## config.mk

```make
export PLATFORM = sky130hd
export DESIGN_NAME = ssr_rx
export DESIGN_NICKNAME = d
export VERILOG_FILES = /design/src/ssr_baud.v /design/src/ssr_rx.v
export VERILOG_INCLUDE_DIRS = /design/src
export SDC_FILE = /design/constraint.sdc
export NUM_CORES = 1
export LEC_CHECK = 0
export BUFFER_PORTS_ARGS = -buffer_cell sky130_fd_sc_hd__buf_2
export CELL_PAD_IN_SITES_DETAIL_PLACEMENT = 0
export CELL_PAD_IN_SITES_GLOBAL_PLACEMENT = 2
export CORE_MARGIN = 10
export CORE_UTILIZATION = 36
export CTS_BUF_LIST = sky130_fd_sc_hd__clkbuf_4 sky130_fd_sc_hd__clkbuf_8
export DETAILED_ROUTE_END_ITERATION = 10
export PLACE_DENSITY = 0.91
export SYNTH_ARGS = -nofsm -noshare
export SYNTH_HDL_FRONTEND = slang
export SYNTH_SLANG_ARGS = --single-unit
```

## constraint.sdc

```tcl
create_clock -name aclk -period 2.9 [get_ports aclk]
set_clock_uncertainty 0.1 [all_clocks]
set_input_delay 0.29 -clock aclk [delete_from_list [all_inputs] [get_ports aclk]]
set_output_delay 0.29 -clock aclk [all_outputs]
set_load 0.05 [all_outputs]
```

## src/ssr_consts.vh

```
// constants of the synchronous master receiver
`ifndef SSR_CONSTS_VH
`define SSR_CONSTS_VH
// ----------------------------------------------------------------
// register byte offsets
// ----------------------------------------------------------------
`define SSR_OFS_CTRL 8'h00
`define SSR_OFS_BAUD 8'h04
`define SSR_OFS_STAT 8'h08
`define SSR_OFS_DATA 8'h0c
`define SSR_OFS_IRQC 8'h10
`define SSR_OFS_ISTS 8'h14
`define SSR_OFS_IMSK 8'h18
// ----------------------------------------------------------------
// control register fields
// ----------------------------------------------------------------
`define SSR_B_SERIAL_PORT_ENABLE   0
`define SSR_B_SYNC   1
`define SSR_B_CLOCK_SOURCE_MASTER_SELECT   2
`define SSR_B_SINGLE_RECEIVE_ENABLE   3
`define SSR_B_CONTINUOUS_RECEIVE_ENABLE   4
`define SSR_B_RX9    5
`define SSR_B_HSPD   6
`define SSR_B_WIDE   7
`define SSR_CTRL_RST 8'h00
// ----------------------------------------------------------------
// status, irq control and event fields
// ----------------------------------------------------------------
`define SSR_B_NINTH  0
`define SSR_B_OVR    1
`define SSR_B_RXIF   2
`define SSR_B_RXIE   0
`define SSR_B_PERIPHERAL_IRQ_GATE   1
`define SSR_B_GIE    2
`define SSR_B_EV_CH  0
`define SSR_B_EV_OV  1
// ----------------------------------------------------------------
// widths, counts and bus answers
// ----------------------------------------------------------------
`define SSR_BITS8    4'd8
`define SSR_BITS9    4'd9
`define SSR_FIFO_N   2'd2
`define SSR_PRE_HS   5'd1
`define SSR_PRE_WD   5'd7
`define SSR_PRE_LG   5'd31
`define SSR_RESP_OK  2'b00
`define SSR_RESP_ERR 2'b10
`endif

```

## src/ssr_baud.v

```verilog
// baud generator: half bit clock enable pulses
module ssr_baud
(
  input  wire        aclk,
  input  wire        aresetn,
  input  wire        run,
  input  wire        wide,
  input  wire        high_speed,
  input  wire [7:0]  div_low,
  input  wire [7:0]  div_high,
  output reg         tick
);
`include "ssr_consts.vh"

  reg  [4:0]  pre;
  reg  [15:0] cnt;
  wire [4:0]  pre_lim;
  wire [15:0] cnt_lim;

  // divisor shaped by speed and width selects
  assign pre_lim = high_speed ? `SSR_PRE_HS : (wide ? `SSR_PRE_WD : `SSR_PRE_LG);
  assign cnt_lim = wide ? {div_high, div_low} : {8'h00, div_low};

  always @(posedge aclk)
  begin
    if (!aresetn || !run)
    begin
      pre  <= 5'h00;
      cnt  <= 16'h0000;
      tick <= 1'b0;
    end
    else
    begin
      tick <= 1'b0;
      if (pre >= pre_lim)
      begin
        pre <= 5'h00;
        if (cnt >= cnt_lim)
        begin
          cnt  <= 16'h0000;
          tick <= 1'b1;
        end
        else
          cnt <= cnt + 16'h0001;
      end
      else
        pre <= pre + 5'h01;
    end
  end
endmodule

```

## src/ssr_rx.v

```verilog
// synchronous master receiver with axi4-lite registers
//
// Our own choices: the register addresses and the AXI4-Lite slave port.
`include "ssr_consts.vh"

// Function
// - clock rate from divisor pair, shaped by high-speed and wide selects
// - master operation only with sync, port enable and clock source set
// - receive interrupt needs peripheral and global enables, plus receive enable or the imsk character event bit
// - nine-bit select gives nine data bits per character
// - single enable starts one character, continuous enable keeps receiving
// - receive flag set once a whole character arrived
// - interrupt on completion with receive enable or character event unmasked in imsk, else flag only
// - status shows ninth bit and errors of received character
// - data register read returns low eight data bits
// - overrun cleared by continuous enable clear or port disable
// - two-deep fifo; third character sets overrun, keeps data, stops
// - single-mode overrun cleared by reading data register
module ssr_rx
(
  input  wire        aclk,
  input  wire        aresetn,
  input  wire [7:0]  s_axi_awaddr,
  input  wire        s_axi_awvalid,
  output reg         s_axi_awready,
  input  wire [31:0] s_axi_wdata,
  input  wire [3:0]  s_axi_wstrb,
  input  wire        s_axi_wvalid,
  output reg         s_axi_wready,
  output reg  [1:0]  s_axi_bresp,
  output reg         s_axi_bvalid,
  input  wire        s_axi_bready,
  input  wire [7:0]  s_axi_araddr,
  input  wire        s_axi_arvalid,
  output reg         s_axi_arready,
  output reg  [31:0] s_axi_rdata,
  output reg  [1:0]  s_axi_rresp,
  output reg         s_axi_rvalid,
  input  wire        s_axi_rready,
  input  wire        data_pin_in,
  output reg         clock_pin_out,
  output reg         clock_pin_oe,
  output reg         irq
);

  localparam ST_IDLE = 2'd0;
  localparam ST_LOW  = 2'd1;
  localparam ST_HIGH = 2'd2;

  // ----------------------------------------------------------------
  // functions
  // ----------------------------------------------------------------
  function [15:0] merge16;
    input [15:0] old;
    input [15:0] nw;
    input [1:0]  strb;
    begin
      merge16 = {strb[1] ? nw[15:8] : old[15:8], strb[0] ? nw[7:0] : old[7:0]};
    end
  endfunction

  // ----------------------------------------------------------------
  // registers and state
  // ----------------------------------------------------------------
  reg  [7:0]  ctrl;
  reg  [7:0]  baud_divisor_low;
  reg  [7:0]  baud_divisor_high;
  reg  [2:0]  irq_control_reg;
  reg  [1:0]  ists;
  reg  [1:0]  imsk;
  reg  [7:0]  aw_addr;
  reg         aw_held;
  reg  [31:0] w_data;
  reg  [3:0]  w_strb;
  reg         w_held;
  reg         data_meta;
  reg         data_sync;
  reg  [1:0]  state;
  reg  [8:0]  shreg;
  reg  [3:0]  bit_cnt;
  reg  [8:0]  fifo_mem [0:1];
  reg         rd_idx;
  reg  [1:0]  fifo_cnt;
  reg         overrun_error_flag;
  reg         ovr_single;
  reg         continuous_receive_enable_prev;
  wire        tick;
  wire        serial_port_enable;
  wire        continuous_receive_enable;
  wire        single_receive_enable;
  wire        master_ok;
  wire        receive_irq_flag;
  wire        wr_fire;
  wire        rd_fire;
  wire        data_pop;
  wire        ists_read;
  wire [8:0]  next_sh;
  wire [3:0]  nbits;
  wire        last_bit;
  wire        char_done;
  wire        push;
  wire        ovr_set;
  wire        ovr_clr;
  wire [8:0]  char9;
  wire [15:0] baud_merged;

  assign serial_port_enable        = ctrl[`SSR_B_SERIAL_PORT_ENABLE];
  assign continuous_receive_enable = ctrl[`SSR_B_CONTINUOUS_RECEIVE_ENABLE];
  assign single_receive_enable     = ctrl[`SSR_B_SINGLE_RECEIVE_ENABLE];
  // master only with sync, enable and clock source set
  assign master_ok = ctrl[`SSR_B_SERIAL_PORT_ENABLE] & ctrl[`SSR_B_SYNC] & ctrl[`SSR_B_CLOCK_SOURCE_MASTER_SELECT];
  // flag stands while an unread character waits
  assign receive_irq_flag = (fifo_cnt != 2'd0);

  // ----------------------------------------------------------------
  // baud generator
  // ----------------------------------------------------------------
  ssr_baud u_baud
  (
    .aclk       (aclk),
    .aresetn    (aresetn),
    .run        (state != ST_IDLE),
    .wide       (ctrl[`SSR_B_WIDE]),
    .high_speed (ctrl[`SSR_B_HSPD]),
    .div_low    (baud_divisor_low),
    .div_high   (baud_divisor_high),
    .tick       (tick)
  );

  // ----------------------------------------------------------------
  // data pin synchroniser
  // ----------------------------------------------------------------
  always @(posedge aclk)
  begin
    if (!aresetn)
    begin
      data_meta <= 1'b0;
      data_sync <= 1'b0;
    end
    else
    begin
      data_meta <= data_pin_in;
      data_sync <= data_meta;
    end
  end

  // ----------------------------------------------------------------
  // receive shifter and fifo
  // ----------------------------------------------------------------
  assign nbits     = ctrl[`SSR_B_RX9] ? `SSR_BITS9 : `SSR_BITS8;
  assign next_sh   = {data_sync, shreg[8:1]};
  assign last_bit  = (bit_cnt == nbits - 4'd1);
  assign char_done = (state == ST_HIGH) && tick && last_bit;
  assign char9     = ctrl[`SSR_B_RX9] ? next_sh : {1'b0, next_sh[8:1]};
  assign push      = char_done && (fifo_cnt != `SSR_FIFO_N);
  assign ovr_set   = char_done && (fifo_cnt == `SSR_FIFO_N);
  assign data_pop  = rd_fire && (s_axi_araddr == `SSR_OFS_DATA) && (fifo_cnt != 2'd0);
  assign ists_read = rd_fire && (s_axi_araddr == `SSR_OFS_ISTS);
  // overrun leaves by enable clear or single-mode data read
  assign ovr_clr   = (continuous_receive_enable_prev && !continuous_receive_enable) ||
                     (data_pop && ovr_single);

  always @(posedge aclk)
  begin
    if (!aresetn || !serial_port_enable)
    begin
      state              <= ST_IDLE;
      shreg              <= 9'h000;
      bit_cnt            <= 4'h0;
      fifo_mem[0]        <= 9'h000;
      fifo_mem[1]        <= 9'h000;
      rd_idx             <= 1'b0;
      fifo_cnt           <= 2'd0;
      overrun_error_flag <= 1'b0;
      ovr_single         <= 1'b0;
      clock_pin_out      <= 1'b0;
      clock_pin_oe       <= 1'b0;
    end
    else
    begin
      if (push)
        fifo_mem[rd_idx ^ fifo_cnt[0]] <= char9;
      if (data_pop)
        rd_idx <= ~rd_idx;
      fifo_cnt <= fifo_cnt + {1'b0, push} - {1'b0, data_pop};
      if (ovr_set)
      begin
        overrun_error_flag <= 1'b1;
        ovr_single         <= !continuous_receive_enable;
      end
      else if (ovr_clr)
      begin
        overrun_error_flag <= 1'b0;
        ovr_single         <= 1'b0;
      end
      case (state)
        ST_IDLE:
        begin
          clock_pin_out <= 1'b0;
          bit_cnt       <= 4'h0;
          // start on either enable, held off by overrun
          if (master_ok && !overrun_error_flag &&
              (single_receive_enable || continuous_receive_enable))
          begin
            state        <= ST_LOW;
            clock_pin_oe <= 1'b1;
          end
          else
            clock_pin_oe <= 1'b0;
        end
        ST_LOW:
        begin
          if (!master_ok)
            state <= ST_IDLE;
          else if (tick)
          begin
            clock_pin_out <= 1'b1;
            state         <= ST_HIGH;
          end
        end
        ST_HIGH:
        begin
          if (!master_ok)
            state <= ST_IDLE;
          else if (tick)
          begin
            // trailing edge: sample one bit per clock
            clock_pin_out <= 1'b0;
            shreg         <= next_sh;
            if (last_bit)
            begin
              bit_cnt <= 4'h0;
              if (continuous_receive_enable && !ovr_set)
                state <= ST_LOW;
              else
              begin
                state        <= ST_IDLE;
                clock_pin_oe <= 1'b0;
              end
            end
            else
            begin
              bit_cnt <= bit_cnt + 4'h1;
              state   <= ST_LOW;
            end
          end
        end
        default:
        begin
          state <= ST_IDLE;
        end
      endcase
    end
  end

  // ----------------------------------------------------------------
  // axi4-lite write channel
  // ----------------------------------------------------------------
  assign wr_fire     = aw_held && w_held && !s_axi_bvalid;
  assign baud_merged = merge16({baud_divisor_high, baud_divisor_low}, w_data[15:0],
                               w_strb[1:0]);

  always @(posedge aclk)
  begin
    if (!aresetn)
    begin
      s_axi_awready     <= 1'b0;
      s_axi_wready      <= 1'b0;
      s_axi_bvalid      <= 1'b0;
      s_axi_bresp       <= `SSR_RESP_OK;
      aw_held           <= 1'b0;
      w_held            <= 1'b0;
      aw_addr           <= 8'h00;
      w_data            <= 32'h00000000;
      w_strb            <= 4'h0;
      ctrl              <= `SSR_CTRL_RST;
      baud_divisor_low  <= 8'h00;
      baud_divisor_high <= 8'h00;
      irq_control_reg   <= 3'h0;
      imsk              <= 2'h0;
      continuous_receive_enable_prev         <= 1'b0;
    end
    else
    begin
      continuous_receive_enable_prev     <= continuous_receive_enable;
      // no new address or data while a write answer is pending
      s_axi_awready <= !aw_held && !s_axi_awready && !s_axi_bvalid &&
                       !(s_axi_awvalid && s_axi_awready);
      s_axi_wready  <= !w_held && !s_axi_wready && !s_axi_bvalid &&
                       !(s_axi_wvalid && s_axi_wready);
      if (s_axi_awvalid && s_axi_awready)
      begin
        aw_held       <= 1'b1;
        aw_addr       <= s_axi_awaddr;
        s_axi_awready <= 1'b0;
      end
      if (s_axi_wvalid && s_axi_wready)
      begin
        w_held       <= 1'b1;
        w_data       <= s_axi_wdata;
        w_strb       <= s_axi_wstrb;
        s_axi_wready <= 1'b0;
      end
      if (s_axi_bvalid && s_axi_bready)
        s_axi_bvalid <= 1'b0;
      // single character done: enable drops by itself
      if (char_done && !continuous_receive_enable)
        ctrl[`SSR_B_SINGLE_RECEIVE_ENABLE] <= 1'b0;
      if (wr_fire)
      begin
        aw_held      <= 1'b0;
        w_held       <= 1'b0;
        s_axi_bvalid <= 1'b1;
        s_axi_bresp  <= `SSR_RESP_OK;
        case (aw_addr)
          `SSR_OFS_CTRL:
          begin
            if (w_strb[0])
              ctrl <= w_data[7:0];
          end
          `SSR_OFS_BAUD:
          begin
            baud_divisor_low  <= baud_merged[7:0];
            baud_divisor_high <= baud_merged[15:8];
          end
          `SSR_OFS_IRQC:
          begin
            if (w_strb[0])
              irq_control_reg <= w_data[2:0];
          end
          `SSR_OFS_IMSK:
          begin
            if (w_strb[0])
              imsk <= w_data[1:0];
          end
          `SSR_OFS_STAT, `SSR_OFS_DATA, `SSR_OFS_ISTS:
          begin
            s_axi_bresp <= `SSR_RESP_OK;
          end
          default:
          begin
            s_axi_bresp <= `SSR_RESP_ERR;
          end
        endcase
      end
    end
  end

  // ----------------------------------------------------------------
  // axi4-lite read channel
  // ----------------------------------------------------------------
  assign rd_fire = s_axi_arvalid && s_axi_arready;

  always @(posedge aclk)
  begin
    if (!aresetn)
    begin
      s_axi_arready <= 1'b0;
      s_axi_rvalid  <= 1'b0;
      s_axi_rdata   <= 32'h00000000;
      s_axi_rresp   <= `SSR_RESP_OK;
    end
    else
    begin
      s_axi_arready <= !s_axi_rvalid && !s_axi_arready;
      if (s_axi_rvalid && s_axi_rready)
        s_axi_rvalid <= 1'b0;
      if (rd_fire)
      begin
        s_axi_arready <= 1'b0;
        s_axi_rvalid  <= 1'b1;
        s_axi_rresp   <= `SSR_RESP_OK;
        s_axi_rdata   <= 32'h00000000;
        case (s_axi_araddr)
          `SSR_OFS_CTRL: s_axi_rdata[7:0] <= ctrl;
          `SSR_OFS_BAUD: s_axi_rdata[15:0] <= {baud_divisor_high, baud_divisor_low};
          // ninth bit of top entry and errors
          `SSR_OFS_STAT:
          begin
            s_axi_rdata[`SSR_B_NINTH] <= fifo_mem[rd_idx][8];
            s_axi_rdata[`SSR_B_OVR]   <= overrun_error_flag;
            s_axi_rdata[`SSR_B_RXIF]  <= receive_irq_flag;
          end
          `SSR_OFS_DATA: s_axi_rdata[7:0] <= fifo_mem[rd_idx][7:0];
          `SSR_OFS_IRQC: s_axi_rdata[2:0] <= irq_control_reg;
          `SSR_OFS_ISTS: s_axi_rdata[1:0] <= ists;
          `SSR_OFS_IMSK: s_axi_rdata[1:0] <= imsk;
          default:       s_axi_rresp <= `SSR_RESP_ERR;
        endcase
      end
    end
  end

  // ----------------------------------------------------------------
  // interrupt status and output
  // ----------------------------------------------------------------
  always @(posedge aclk)
  begin
    if (!aresetn)
    begin
      ists <= 2'h0;
      irq  <= 1'b0;
    end
    else
    begin
      // set wins over the clear of a read
      ists[`SSR_B_EV_CH] <= push || (ists[`SSR_B_EV_CH] && !ists_read);
      ists[`SSR_B_EV_OV] <= ovr_set || (ists[`SSR_B_EV_OV] && !ists_read);
      // gated by global and peripheral enables
      irq <= irq_control_reg[`SSR_B_GIE] && irq_control_reg[`SSR_B_PERIPHERAL_IRQ_GATE] &&
             ((irq_control_reg[`SSR_B_RXIE] && receive_irq_flag) || (|(ists & imsk)));
    end
  end
endmodule

```

# ---- Word level (Yosys, flattened, before mapping)
# Memory sizes are Yosys's and may differ from the RTL's. A register that Yosys moved wholly into a read port is not among the register bits.
# Cells that the tools add are included.
dict set report totals {
  elab_cells 220
  ramBits 18
  latch_bits 0
  output_inout_bits 44
  inputBits 60
  mem_bits_ro 0
  mem_count 1
  reg_bits 132
}
dict set report classes {
  div_mod_pow 0
  multipliers 0
  n_addsub 6
  bitwise 7
  muxes 57
  eq_ne 26
  n_shift 0
  order_cmp 2
  n_reduce_logical 85
}
# memory depth width read_ports rd_ports_with_merged_regs write_ports line
set memory_table {}
lappend memory_table {fifo_mem 2 9 1 1 2 ssr_rx.v:81} ;# reg [8:0] fifo_mem [0:1];
# cell count
set ops {}
lappend ops {{$eq A8 B5 Y1 const B} 6}
lappend ops {{$eq A8 B4 Y1 const B} 4}
lappend ops {{$logic_and A1 B1 Y1} 32}
lappend ops {{$mux W16} 2}
lappend ops {{$mux W1} 29}
lappend ops {{$mux W4} 6}
lappend ops {{$reduce_and A3 Y1} 8}
lappend ops {{$mux W9} 2}
lappend ops {{$add A16 B1 Y16 const B} 1}
lappend ops {{$eq A8 B3 Y1 const B} 2}
lappend ops {{$ge A16 B16 Y1} 1}
lappend ops {{$logic_not A1 Y1} 16}
lappend ops {{$logic_not A8 Y1} 2}
lappend ops {{$mux W2} 8}
lappend ops {{$pmux W5 S3} 1}
lappend ops {{$pmux W2 S7} 1}
lappend ops {{$reduce_or A2 Y1} 7}
lappend ops {{$reduce_or A7 Y1} 2}
lappend ops {{$ne A2 B2 Y1 const B} 6}
lappend ops {{$reduce_bool A2 Y1} 6}
lappend ops {{$mux W5} 2}
lappend ops {{$reduce_and A5 Y1} 2}
lappend ops {{$reduce_or A9 Y1} 1}
lappend ops {{$mux W8} 1}
lappend ops {{23 further kinds} 35}

# ---- Depth between registers and ports, before layout
# Gate-level depths: netlist of run 1.
dict set report logic_depth {
  depth_word 12
  mapped_depth 10
  mapped_depth_nobuf 10
}

# ---- By module
# From an unflattened synthesis of run 1, not the netlist that was laid out.
dict set report hier_totals {
  hier_cells 768
  hier_area_um2 6947.9
}
# mod seq_area_each_um2 area_each_um2 instances cells_each
set modules_own_cells {}
lappend modules_own_cells {ssr_rx 2702.6 5420.2 1 589}
lappend modules_own_cells {ssr_baud 440.4 1527.7 1 179}

# ---- Worst setup path before layout of run 1
# Ideal clock, no wire load.
dict set report synth_path {
  path_kind {register to register}
  start {register s_axi_arready}
  end {register fifo_cnt[1]}
  setup_ns 0.128
  n_path_buf 0
  stages_incl_launch_ff 10
  path_slack_ns 0.407
  t_arrival_ns 2.265
  period_less_slack_ns 2.493
  t_required_ns 2.672
  cell_sequence {dfxtp_1 -> nand2_2 -> or3_4 -> nor3_1 -> ha_1 -> inv_1 -> ha_1 -> xor2_1 -> xnor2_1 -> nor2_1}
}
dict set report synth_between {
  elab_chain_len 4
}
# element line
set synth_lines {}
lappend synth_lines {{start, declared} ssr_rx.v:35} ;# output reg s_axi_arready,
lappend synth_lines {{start signal, assigned} ssr_rx.v:365} ;# s_axi_arready <= !s_axi_rvalid && !s_axi_arready;
lappend synth_lines {{$logic_and A1 B1 Y1} ssr_rx.v:352} ;# assign rd_fire = s_axi_arvalid && s_axi_arready;
lappend synth_lines {{$logic_and A1 B1 Y1 (2 in a row)} ssr_rx.v:157} ;# assign data_pop = rd_fire && (s_axi_araddr == `SSR_OFS_DATA) && (fifo_cnt != 2'd0);
lappend synth_lines {{net data_pop} ssr_rx.v:95} ;# wire data_pop;
lappend synth_lines {{$sub A2 B1 Y2} ssr_rx.v:185} ;# fifo_cnt <= fifo_cnt + {1'b0, push} - {1'b0, data_pop};
lappend synth_lines {{end signal, assigned} ssr_rx.v:185}
lappend synth_lines {{end, declared} ssr_rx.v:83} ;# reg [1:0] fifo_cnt;
# The timed path passes the listed nets, and every way through them passes these cells.
# A chain may end at the register's enable or synchronous reset.

# ---- Worst setup path after layout of run 1
dict set report layout_path {
  start {register ctrl[6]}
  end {register u_baud.cnt[9]}
}
dict set report layout_between {
  elab_chain_len 2
}
# element line
set layout_lines {}
lappend layout_lines {{start, declared} ssr_rx.v:65} ;# reg [7:0] ctrl;
lappend layout_lines {{start signal, assigned} ssr_rx.v:276} ;# ctrl <= `SSR_CTRL_RST;
lappend layout_lines {{start signal, assigned} ssr_rx.v:319} ;# ctrl <= w_data[7:0];
lappend layout_lines {{$mux W5} ssr_baud.v:21} ;# assign pre_lim = high_speed ? `SSR_PRE_HS : (wide ? `SSR_PRE_WD : `SSR_PRE_LG);
lappend layout_lines {{$ge A5 B5 Y1} ssr_baud.v:35} ;# if (pre >= pre_lim)
lappend layout_lines {{end signal, assigned} ssr_baud.v:44} ;# cnt <= cnt + 16'h0001;
lappend layout_lines {{end, declared} ssr_baud.v:16} ;# reg [15:0] cnt;
# No other way between the ends.

==> impl_metrics.yaml, run 1 <==
run_status:
  outcome: "complete, no violations"
sta:
  finalCriticalPeriod_ns: 2.52
  finalCritPeriodShare_pct: 87.0
  finalSetupTns_ns: 0
  worst_hold_slack_ns: 0.0645
  fin_ws_ns: 0.376
  finalHoldViolCount: 0
  maxSlewViolCount: 0
  rsz0062_at_grt: "false"
  tightest_slew_ns: 0.724
  slew_headroom_pct: 51.7
  fmax_mhz: 396
  finalSetupViolCount: 0
yosys:
  syn_inst: 751
  yosysSeqAreaShare_pct: 45.9
  synthArstFlopShare_pct: 0
  synth-seq-cells: 148
  synthFlopType: "dfxtp_1"
  syn-cell-area_um2: 6840
  synth_cell_types: 63
  synth-edff-count: 18
  yosysWarnings: 0
  avgSynthCellArea_um2: 9.11
global_routing:
  grt_pass1_wl_um: 28400
  grt_pass1_vias: 5499
  grt_max_degree: 65
  grt-ovfl-total: 0
  track_usage_pct: 14.3
  grt_antenna_before_repair: 0
routing:
  drc: 0
  wire_per_inst_um: 15.9
  vias_per_cell: 5.12
  antenna_left: 0
  first_pass_iters: 5
  vias: 5585
  first_iter_violations: 366
  drt-total-wl_um: 17300
power:
  internal-power_mw: 3.17
  switchingPower_mw: 1.02
  vdd_drop_max_mv: 0.296
  combPwrFrac_pct: 6.3
  power_mw: 4.19
  power_frac_clock_pct: 43.2
  power.density_nw_per_um2: 518
  power_leakage_nw: 3.16
  seqPwrFrac_pct: 50.5
  switching_share_pct: 24.4
clock_tree:
  cts_setup_buffers: 0
  cts-buffers-inserted: 17
  clk_pin_slew_ns: 0.08
  clock_latency_ns: 0.46
  clockBufferDepth: 2
  cts_tree: "built"
  cts-root-buf: "clkbuf_8"
  h-tree-depth: 4
  cts.sinks: 148
finish:
  stdcell_count: 1090
  layout-drive-gt1-share_pct: 15.1
  final_cell_area_um2: 8090
  utilization_pct: 43.3
  top_register: "fifo_mem"
  fin_nets: 929
  largest_register_ffs: 18
  syn_to_final_growth_pct: 18.3
  fill_cells: 1822
  diodes: 0
setup_path:
  end_kind: "flop"
  path_class: "flop to flop"
  regToRegEndpoint: "u_baud.cnt[9]$_SDFFE_PP0P_"
  worstPathMaxFanout: 11
  critPathArrivalTime_ns: 2.82
  required_ns: 3.19
  r2r-start: "ctrl[6]$_SDFFE_PN0P_"
  r2r_slack_ns: 0.38
  ff2ff_path_depth: 7
  crit_path_start_kind: "flop"
min_path:
  min_path_cells: 3
  hold_path_class: "input port to flop"
  min_to: "aw_addr[1]$_SDFFE_PN0P_"
  hold_start: "s_axi_awvalid"
placed_design:
  placed_cells: 1030
  placed_cell_area_um2: 7360
  gp_congestion: 0.811
  post-dp-hpwl_um: 12300
  place_worst_setup_slack_ns: 0.212
  portBuffers: 67
floorplanning:
  core_um2: 18700
  placementRows: 50
  die_height_um: 158
  ios: 104
  die_x_um: 158
  die_area_um2: 24900
  start_util_pct: 36.6
job:
  cap_violations: 0
==> placed cells by master (no fill, tap or decap), types with 7 or more instances in the layout <==
cell,n
dfxtp_1,130
nand2_1,89
nor2_1,81
buf_2,67
a21oi_1,64
mux2i_1,62
nand3_1,32
dlygate4sd3_1,29
o21ai_0,25
ha_1,25
conb_1,18
clkbuf_8,18
edfxtp_1,18
inv_1,16
buf_4,13
nand2b_1,11
or3_1,10
xnor2_1,10
nor2b_1,10
nor3_1,9
nand4_1,9
nand3b_1,7
and3_1,7
and2_1,7
xor2_1,7
==> power by group through the flow <==
| stage | clock [mW] | sequential [mW] | combinational, mW |
|---|---|---|---|
| after floorplan | 0 | 2.18 | 0.165 |
| after global placement | 0 | 2.17 | 0.234 |
| after detailed placement | 0 | 2.17 | 0.234 |
| after CTS | 1.85 | 2.12 | 0.265 |
| after global routing | 1.94 | 2.12 | 0.286 |
| final | 1.81 | 2.12 | 0.265 |
==> cells in the mapped netlist (all sizes together), types with 2 or more instances <==
master    n  area share (%)
and2      7            0.64
edfxtp   18             7.9
and4      5            0.64
a31oi     2            0.40
nor2b    10            0.91
xnor2    10             1.3
nand3b    7            0.77
a21oi    64             4.7
nor2     81             4.4
nand3    32             2.3
a221oi    3            0.38
or2       4            0.37
dfxtp   130              38
nand4    11             1.2
nor4b     2            0.26
o21a      4            0.44
a211oi    2            0.22
clkbuf   24             1.3
nor4      5            0.77
o22ai     5            0.46
ha       25             4.6
nand2    91             5.1
a32o      5            0.73
mux2i    62             9.1
or3      11             1.1
nor3     10            0.80
xor2      7            0.90
inv      17            0.93
a21o      2            0.22
buf      28             2.7
mux2      2            0.33
and3      7            0.64
o211ai    2            0.22
o21ai    25             1.8
or4       2            0.27
a22oi     2            0.22
nor3b     2            0.22
nand2b   11             1.0
==> worst max-delay path, cell delays in order, from the launching register on <==
cell,delay [ns]
dfxtp_1,0.36
or2_2,0.32
ha_1,0.27
o21ai_0,0.08
o21a_1,0.25
or3_1,0.53
or3_1,0.39
a21oi_1,0.15
==> logic make-up (layout without fill, tap and decap cells) <==
family          Yosys count  in the layout  share of synthesized area [%]
compound gates          127            127                           11.3
xor+xnor                 17             17                           2.18
fa+ha+maj                25             25                           4.57
buf+inv                  69            157                           4.92
flops                   148            148                           45.9
mux                      64             64                           9.40
other cells               1             18                         0.0548
simple gates            300            300                           21.7
==> area by class of cell <==
type                    count  area, um2  area share [%]
multi-input cells         551       3430            42.3
flip-flops and latches    148       3140            38.8
well taps                 234        293            3.62
clock buffers              21        270            3.34
clock inverters            10        173            2.13
repair buffers            109        723            8.94
inverters                  17       63.8           0.788
==> layer usage <==
metal	up-vias	wire, um	track usage (%)
met1	2638	8310	18.5
met2	115	7940	22.6
li1	2806	-	-
met3	26	703	3.45
met4	0	365	5.25
met5	-	0	0
==> how the worst max path moves through the flow <==
stage | from | end | slack [ns] | cells after the start
after floorplan | s_axi_arready$_SDFF_PP0_ | fifo_cnt[1]$_SDFF_PP0_ | 0.41 | 9
after global placement | s_axi_araddr[0] | fifo_cnt[1]$_SDFF_PP0_ | 0.21 | 10
after detailed placement | s_axi_araddr[0] | fifo_cnt[1]$_SDFF_PP0_ | 0.21 | 10
after CTS | ctrl[6]$_SDFFE_PN0P_ | u_baud.cnt[9]$_SDFFE_PP0P_ | 0.36 | 7
after global routing | ctrl[6]$_SDFFE_PN0P_ | u_baud.cnt[13]$_SDFFE_PP0P_ | 0.21 | 7
final | ctrl[6]$_SDFFE_PN0P_ | u_baud.cnt[9]$_SDFFE_PP0P_ | 0.38 | 7
==> repair_timing <==
action,in CTS,in global routing
hold endpoints to repair,29,0
endpoints found under the setup margin,0,0
hold buffers,29,0
gates resized for setup,0,0
No activity file was read; power rests on OpenSTA's default activity.
==> run 2: changes to the inputs <==
--- a/config.mk
+++ b/config.mk
@@ -10,10 +10,10 @@
 export CELL_PAD_IN_SITES_DETAIL_PLACEMENT = 0
 export CELL_PAD_IN_SITES_GLOBAL_PLACEMENT = 2
 export CORE_MARGIN = 10
-export CORE_UTILIZATION = 36
+export CORE_UTILIZATION = 39
 export CTS_BUF_LIST = sky130_fd_sc_hd__clkbuf_4 sky130_fd_sc_hd__clkbuf_8
 export DETAILED_ROUTE_END_ITERATION = 10
-export PLACE_DENSITY = 0.91
+export PLACE_DENSITY = 0.95
 export SYNTH_ARGS = -nofsm -noshare
 export SYNTH_HDL_FRONTEND = slang
 export SYNTH_SLANG_ARGS = --single-unit
==> constraint.sdc (replaced) <==
create_clock -name aclk -period 3.2 [get_ports aclk]
set_clock_uncertainty 0.1 [all_clocks]
set_input_delay 0.32 -clock aclk [delete_from_list [all_inputs] [get_ports aclk]]
set_output_delay 0.32 -clock aclk [all_outputs]
set_load 0.05 [all_outputs]
==> run 2 against run 1 <==
Register-to-register slack better by 0.17 ns. Count of clock-buffer cells in the layout fell by 2. First-iteration DRC count shrank 16%. Power down 15%. Setup slack gained 0.17 ns. Critical path type unchanged. Flip-flop and latch count stayed put. Sequential power is 9% lower.
==> impl_metrics.yaml, run 2 (synthesis results as in run 1) <==
run_status:
  outcome: "complete, no violations"
job:
  cap_violations: 0
routing:
  antenna_left: 0
  first_iter_violations: 306
  first_pass_iters: 6
  vias_per_cell: 5.06
  wire_per_inst_um: 15.3
  vias: 5434
  drt-total-wl_um: 16500
  drc: 0
clock_tree:
  cts.sinks: 148
  ctsResizeCount: 0
  cts-buffers-inserted: 17
  h-tree-depth: 4
  clock_latency_ns: 0.46
  cts_tree: "built"
  clk_pin_slew_ns: 0.09
  clockBufferDepth: 2
  cts-root-buf: "clkbuf_8"
sta:
  rsz0062_at_grt: "false"
  finalHoldViolCount: 0
  finalSetupViolCount: 0
  slew_headroom_pct: 53.9
  finalCritPeriodShare_pct: 83.0
  finalSetupTns_ns: 0
  fmax_mhz: 376
  maxSlewViolCount: 0
  worst_hold_slack_ns: 0.0152
  finalCriticalPeriod_ns: 2.66
  fin_ws_ns: 0.543
  tightest_slew_ns: 0.691
setup_path:
  worstPathMaxFanout: 11
  slowest_delay_ns: 0.55
  ff2ff_path_depth: 7
  r2r-start: "ctrl[7]$_SDFFE_PN0P_"
  crit_family: "simple AND/OR/NAND/NOR gates"
  crit_start: "ctrl[7]$_SDFFE_PN0P_"
  worst-path-stages: 7
  end_kind: "flop"
  path_class: "flop to flop"
  cp-endpoint: "u_baud.cnt[9]$_SDFFE_PP0P_"
  critPathBufInv: 0
  crit_path_start_kind: "flop"
  critPathArrivalTime_ns: 2.95
  worstPathCellList: "or2_2 -> ha_1 -> o21ai_0 -> o21a_1 -> or3_1 -> or3_1 -> a21oi_1"
  required_ns: 3.49
  crit_top_cell: "or3_1"
  slowest_stage: "or3_1"
  r2r_slack_ns: 0.54
  regToRegEndpoint: "u_baud.cnt[9]$_SDFFE_PP0P_"
floorplanning:
  start_util_pct: 39.7
  die_height_um: 152
  die_x_um: 152
  core_um2: 17200
  die_area_um2: 23200
  ios: 104
  placementRows: 48
placed_design:
  place_worst_setup_slack_ns: 0.393
  placed_cell_area_um2: 7320
  placed_cells: 1017
  portBuffers: 67
  gp_congestion: 0.803
  post-dp-hpwl_um: 11900
finish:
  layout_commonest_cell: "dfxtp_1"
  syn_to_final_growth_pct: 16.0
  stdcell_count: 1073
  utilization_pct: 46.0
  largest_register_ffs: 18
  diodes: 0
  multiInputGateArea_um2: 3430
  fin_nets: 920
  fill_cells: 1673
  final_cell_area_um2: 7940
  top_register: "fifo_mem"
  mostFrequentLayoutCells: "dfxtp_1, nand2_1, nor2_1"
  final-seq-area_um2: 3140
  layout-drive-gt1-share_pct: 14.9
global_routing:
  grt_pass1_vias: 5356
  track_usage_pct: 14.0
  grt-ovfl-total: 0
  grt_max_degree: 42
  grt_pass1_wl_um: 27000
  grt_antenna_before_repair: 0
min_path:
  hold_path_class: "input port to flop"
power:
  power.density_nw_per_um2: 450
  power_leakage_nw: 3.09
  power_mw: 3.57
  vdd_drop_max_mv: 0.252
==> run 2: cell count changes in the layout (fill, tap and decap cells not counted), sizes merged <==
cell and change:
inv +4, dlygate4sd3 -5, clkbuf -2, bufinv -3
buf -4, clkinvlp +2
==> run 2: how the worst min path moves through the flow <==
stage | start | endpoint | slack (ns) | depth (start not counted)
6_report | s_axi_wdata[6] | w_data[6]$_SDFFE_PN0P_ | 0.02 | 3
5_1_grt | s_axi_wdata[10] | w_data[10]$_SDFFE_PN0P_ | 0.004 | 3
4_1_cts | s_axi_wdata[1] | w_data[1]$_SDFFE_PN0P_ | 0.001 | 3
3_5_place_dp | data_meta$_SDFF_PN0_ | data_sync$_SDFF_PN0_ | 0.32 | 1
3_3_place_gp | data_meta$_SDFF_PN0_ | data_sync$_SDFF_PN0_ | 0.31 | 1
2_1_floorplan | data_meta$_SDFF_PN0_ | data_sync$_SDFF_PN0_ | 0.31 | 1
==> run 2: worst min-delay path, delay by kind of cell <==
kind / cells / cell delay [ns]
AND/OR/NAND/NOR: 1 / 0.06
AO/OA/AOI/OAI: 1 / 0.05
buffers and inverters: 1 / 0.10
==> run 2: repair_timing <==
item                                   4_1_cts  5_1_grt
setup buffers                                0        0
endpoints found under the hold margin       24        0
setup endpoints to repair                    0        0
hold buffers                                24        0
==> run 2: report_power, final <==
part / switching (mW) / leakage, nW / internal [mW]
clock: 0.758 / 0.191 / 0.654
combinational: 0.163 / 1.62 / 0.0719
sequential: 0.0228 / 1.27 / 1.90
==> run 2: routing by layer <==
| layer | GRT usage [%] | routed length [um] | part of all wire (%) | vias up |
|---|---|---|---|---|
| met2 | 23.2 | 7760 | 47 | 108 |
| li1 | - | - | - | 2778 |
| met5 | 0 | 0 | 0 | - |
| met1 | 17.5 | 7860 | 48 | 2532 |
| met4 | 4.27 | 191 | 1.2 | 0 |
| met3 | 3.53 | 648 | 3.9 | 16 |
==> run 2: final cells by class <==
type	instances	area share, %
Timing Repair Buffer	100	8.10
Clock buffer	19	3.22
Sequential cell	148	39.6
Clock inverter	13	1.53
Inverter	17	0.804
Tap cell	225	3.55
Multi-Input combinational cell	551	43.2
==> run 3: changes to the inputs <==
--- a/config.mk
+++ b/config.mk
@@ -10,10 +10,10 @@
 export CELL_PAD_IN_SITES_DETAIL_PLACEMENT = 0
 export CELL_PAD_IN_SITES_GLOBAL_PLACEMENT = 2
 export CORE_MARGIN = 10
-export CORE_UTILIZATION = 39
+export CORE_UTILIZATION = 36
 export CTS_BUF_LIST = sky130_fd_sc_hd__clkbuf_4 sky130_fd_sc_hd__clkbuf_8
 export DETAILED_ROUTE_END_ITERATION = 10
-export PLACE_DENSITY = 0.95
+export PLACE_DENSITY = 0.91
 export SYNTH_ARGS = -nofsm -noshare
 export SYNTH_HDL_FRONTEND = slang
 export SYNTH_SLANG_ARGS = --single-unit
==> constraint.sdc (replaced) <==
create_clock -name aclk -period 2.5 [get_ports aclk]
set_clock_uncertainty 0.1 [all_clocks]
set_input_delay 0.25 -clock aclk [delete_from_list [all_inputs] [get_ports aclk]]
set_output_delay 0.25 -clock aclk [all_outputs]
set_load 0.05 [all_outputs]
==> run 3 against run 2 <==
Sequential share of layout area fell by 1.1 points. Sequential power rose by 28%. Highest routed layer unchanged. Via count rose by 1.9%. Global-route usage rose by 0.71 points. Critical path type unchanged.
==> impl_metrics.yaml, run 3 (synthesis results as in run 1) <==
finish:
  mostFrequentLayoutCells: "dfxtp_1, nand2_1, nor2_1"
  layout_commonest_cell: "dfxtp_1"
  multiInputGateArea_um2: 3430
  fill_cells: 1849
  final-seq-area_um2: 3140
  fin_nets: 942
  top_register: "fifo_mem"
  diodes: 0
  largest_register_ffs: 18
  final_cell_area_um2: 8150
  utilization_pct: 43.6
  layout-drive-gt1-share_pct: 16.2
  syn_to_final_growth_pct: 19.1
routing:
  first_iter_violations: 300
  drc: 0
  first_pass_iters: 5
  antenna_left: 0
  vias_per_cell: 5.02
  drt-total-wl_um: 17500
  wire_per_inst_um: 15.8
  vias: 5539
floorplanning:
  die_height_um: 158
  placementRows: 50
  start_util_pct: 36.6
  die_x_um: 158
  ios: 104
  die_area_um2: 24900
  core_um2: 18700
run_status:
  outcome: "complete, no violations"
sta:
  fmax_mhz: 431
  finalSetupViolCount: 0
  rsz0062_at_grt: "false"
  slew_headroom_pct: 53.3
  maxSlewViolCount: 0
  finalCritPeriodShare_pct: 92.8
  finalHoldViolCount: 0
  finalCriticalPeriod_ns: 2.32
  tightest_slew_ns: 0.701
power:
  power_leakage_nw: 3.19
  power.density_nw_per_um2: 572
  vdd_drop_max_mv: 0.330
clock_tree:
  clockBufferDepth: 2
  cts-root-buf: "clkbuf_8"
  h-tree-depth: 4
  clock_latency_ns: 0.45
  cts-buffers-inserted: 17
  cts.sinks: 148
  cts_setup_buffers: 0
  cts_tree: "built"
  clk_pin_slew_ns: 0.09
min_path:
  hold_start: "s_axi_awvalid"
  hold_path_class: "input port to flop"
setup_path:
  critPathArrivalTime_ns: 2.61
  path_class: "flop to flop"
  crit_start: "ctrl[6]$_SDFFE_PN0P_"
  crit_path_start_kind: "flop"
  worstPathMaxFanout: 4
  r2r-start: "ctrl[6]$_SDFFE_PN0P_"
  required_ns: 2.79
  end_kind: "flop"
placed_design:
  post-dp-hpwl_um: 12700
  gp_congestion: 0.812
  portBuffers: 67
  placed_cell_area_um2: 7440
global_routing:
  grt-ovfl-total: 0
  track_usage_pct: 14.7
  grt_pass1_vias: 5643
  grt_pass1_wl_um: 29200
  grt_antenna_before_repair: 0
  grt_max_degree: 26
job:
  cap_violations: 0
[run 3: cell count changes in the layout (fill, tap and decap cells not counted)]
cell	previous run	this run
buf_4	9	24
dlygate4sd3_1	24	31
clkinv_1	0	2
clkinv_2	3	1
inv_6	6	4
bufinv_16	1	2
clkbuf_8	18	17
clkinv_4	1	2
inv_8	0	1
nor2_1	81	80
nor2_2	0	1
or3_1	10	9
or3_4	1	2
[run 3: cell type report]
type	instances	share of cell area, %
clock buffers	18	2.96
flip-flops and latches	148	38.6
inverters	17	0.783
well taps	234	3.59
repair buffers	122	10.1
multi-input cells	551	42.1
clock inverters	14	1.86
[run 3: final timing paths]
check	end	slack, ns	cells after the start
setup reg to reg	u_baud.cnt[14]$_SDFFE_PP0P_	0.18	7
hold / removal	aw_addr[5]$_SDFFE_PN0P_	0.04	3
setup / recovery	u_baud.cnt[14]$_SDFFE_PP0P_	0.18	7
hold reg to reg	data_sync$_SDFF_PN0_	0.32	1
[run 3: repair_timing]
item / in CTS / in global routing
hold endpoints to repair: 29 / 0
gates resized for setup: 0 / 2
endpoints found under the setup margin: 0 / 6
hold buffers: 31 / 0
[run 3: worst max-delay path, stage by stage, from the launching register on]
cell     delay, ns
dfxtp_1       0.31
or2_2         0.32
ha_1          0.27
o21ai_0       0.09
o21ai_0       0.26
nand4_1       0.24
or4b_1        0.53
a21oi_1       0.15
[run 3: per-layer routing]
| layer | vias to the layer above | GRT usage, % | routed length [um] |
|---|---|---|---|
| met5 | - | 0 | 0 |
| met4 | 0 | 4.36 | 228 |
| met3 | 17 | 3.39 | 599 |
| met2 | 89 | 23.8 | 8170 |
| met1 | 2604 | 19.1 | 8470 |
| li1 | 2829 | - | - |
[run 3: stage by stage]
step / std cells / worst slack, ns / hold WS, ns / total power [mW] / setup TNS (ns)
detailed placement: 1041 / -0.121 / 0.321 / 2.79 / -0.121
finish: 1104 / 0.180 / 0.0415 / 4.66 / 0
CTS: 1104 / 0.118 / 0.00856 / 4.71 / 0
floorplan: 768 / 0.00715 / 0.277 / 2.72 / 0
global placement: 1041 / -0.104 / 0.315 / 2.79 / -0.104
global route: 1104 / 0.00351 / 0.0295 / 4.84 / 0
[run 3: power breakdown]
group | internal [mW] | leakage (nW) | switching, mW
sequential | 2.43 | 1.27 | 0.0288
clock | 0.911 | 0.195 | 0.975
combinational | 0.104 | 1.72 | 0.215
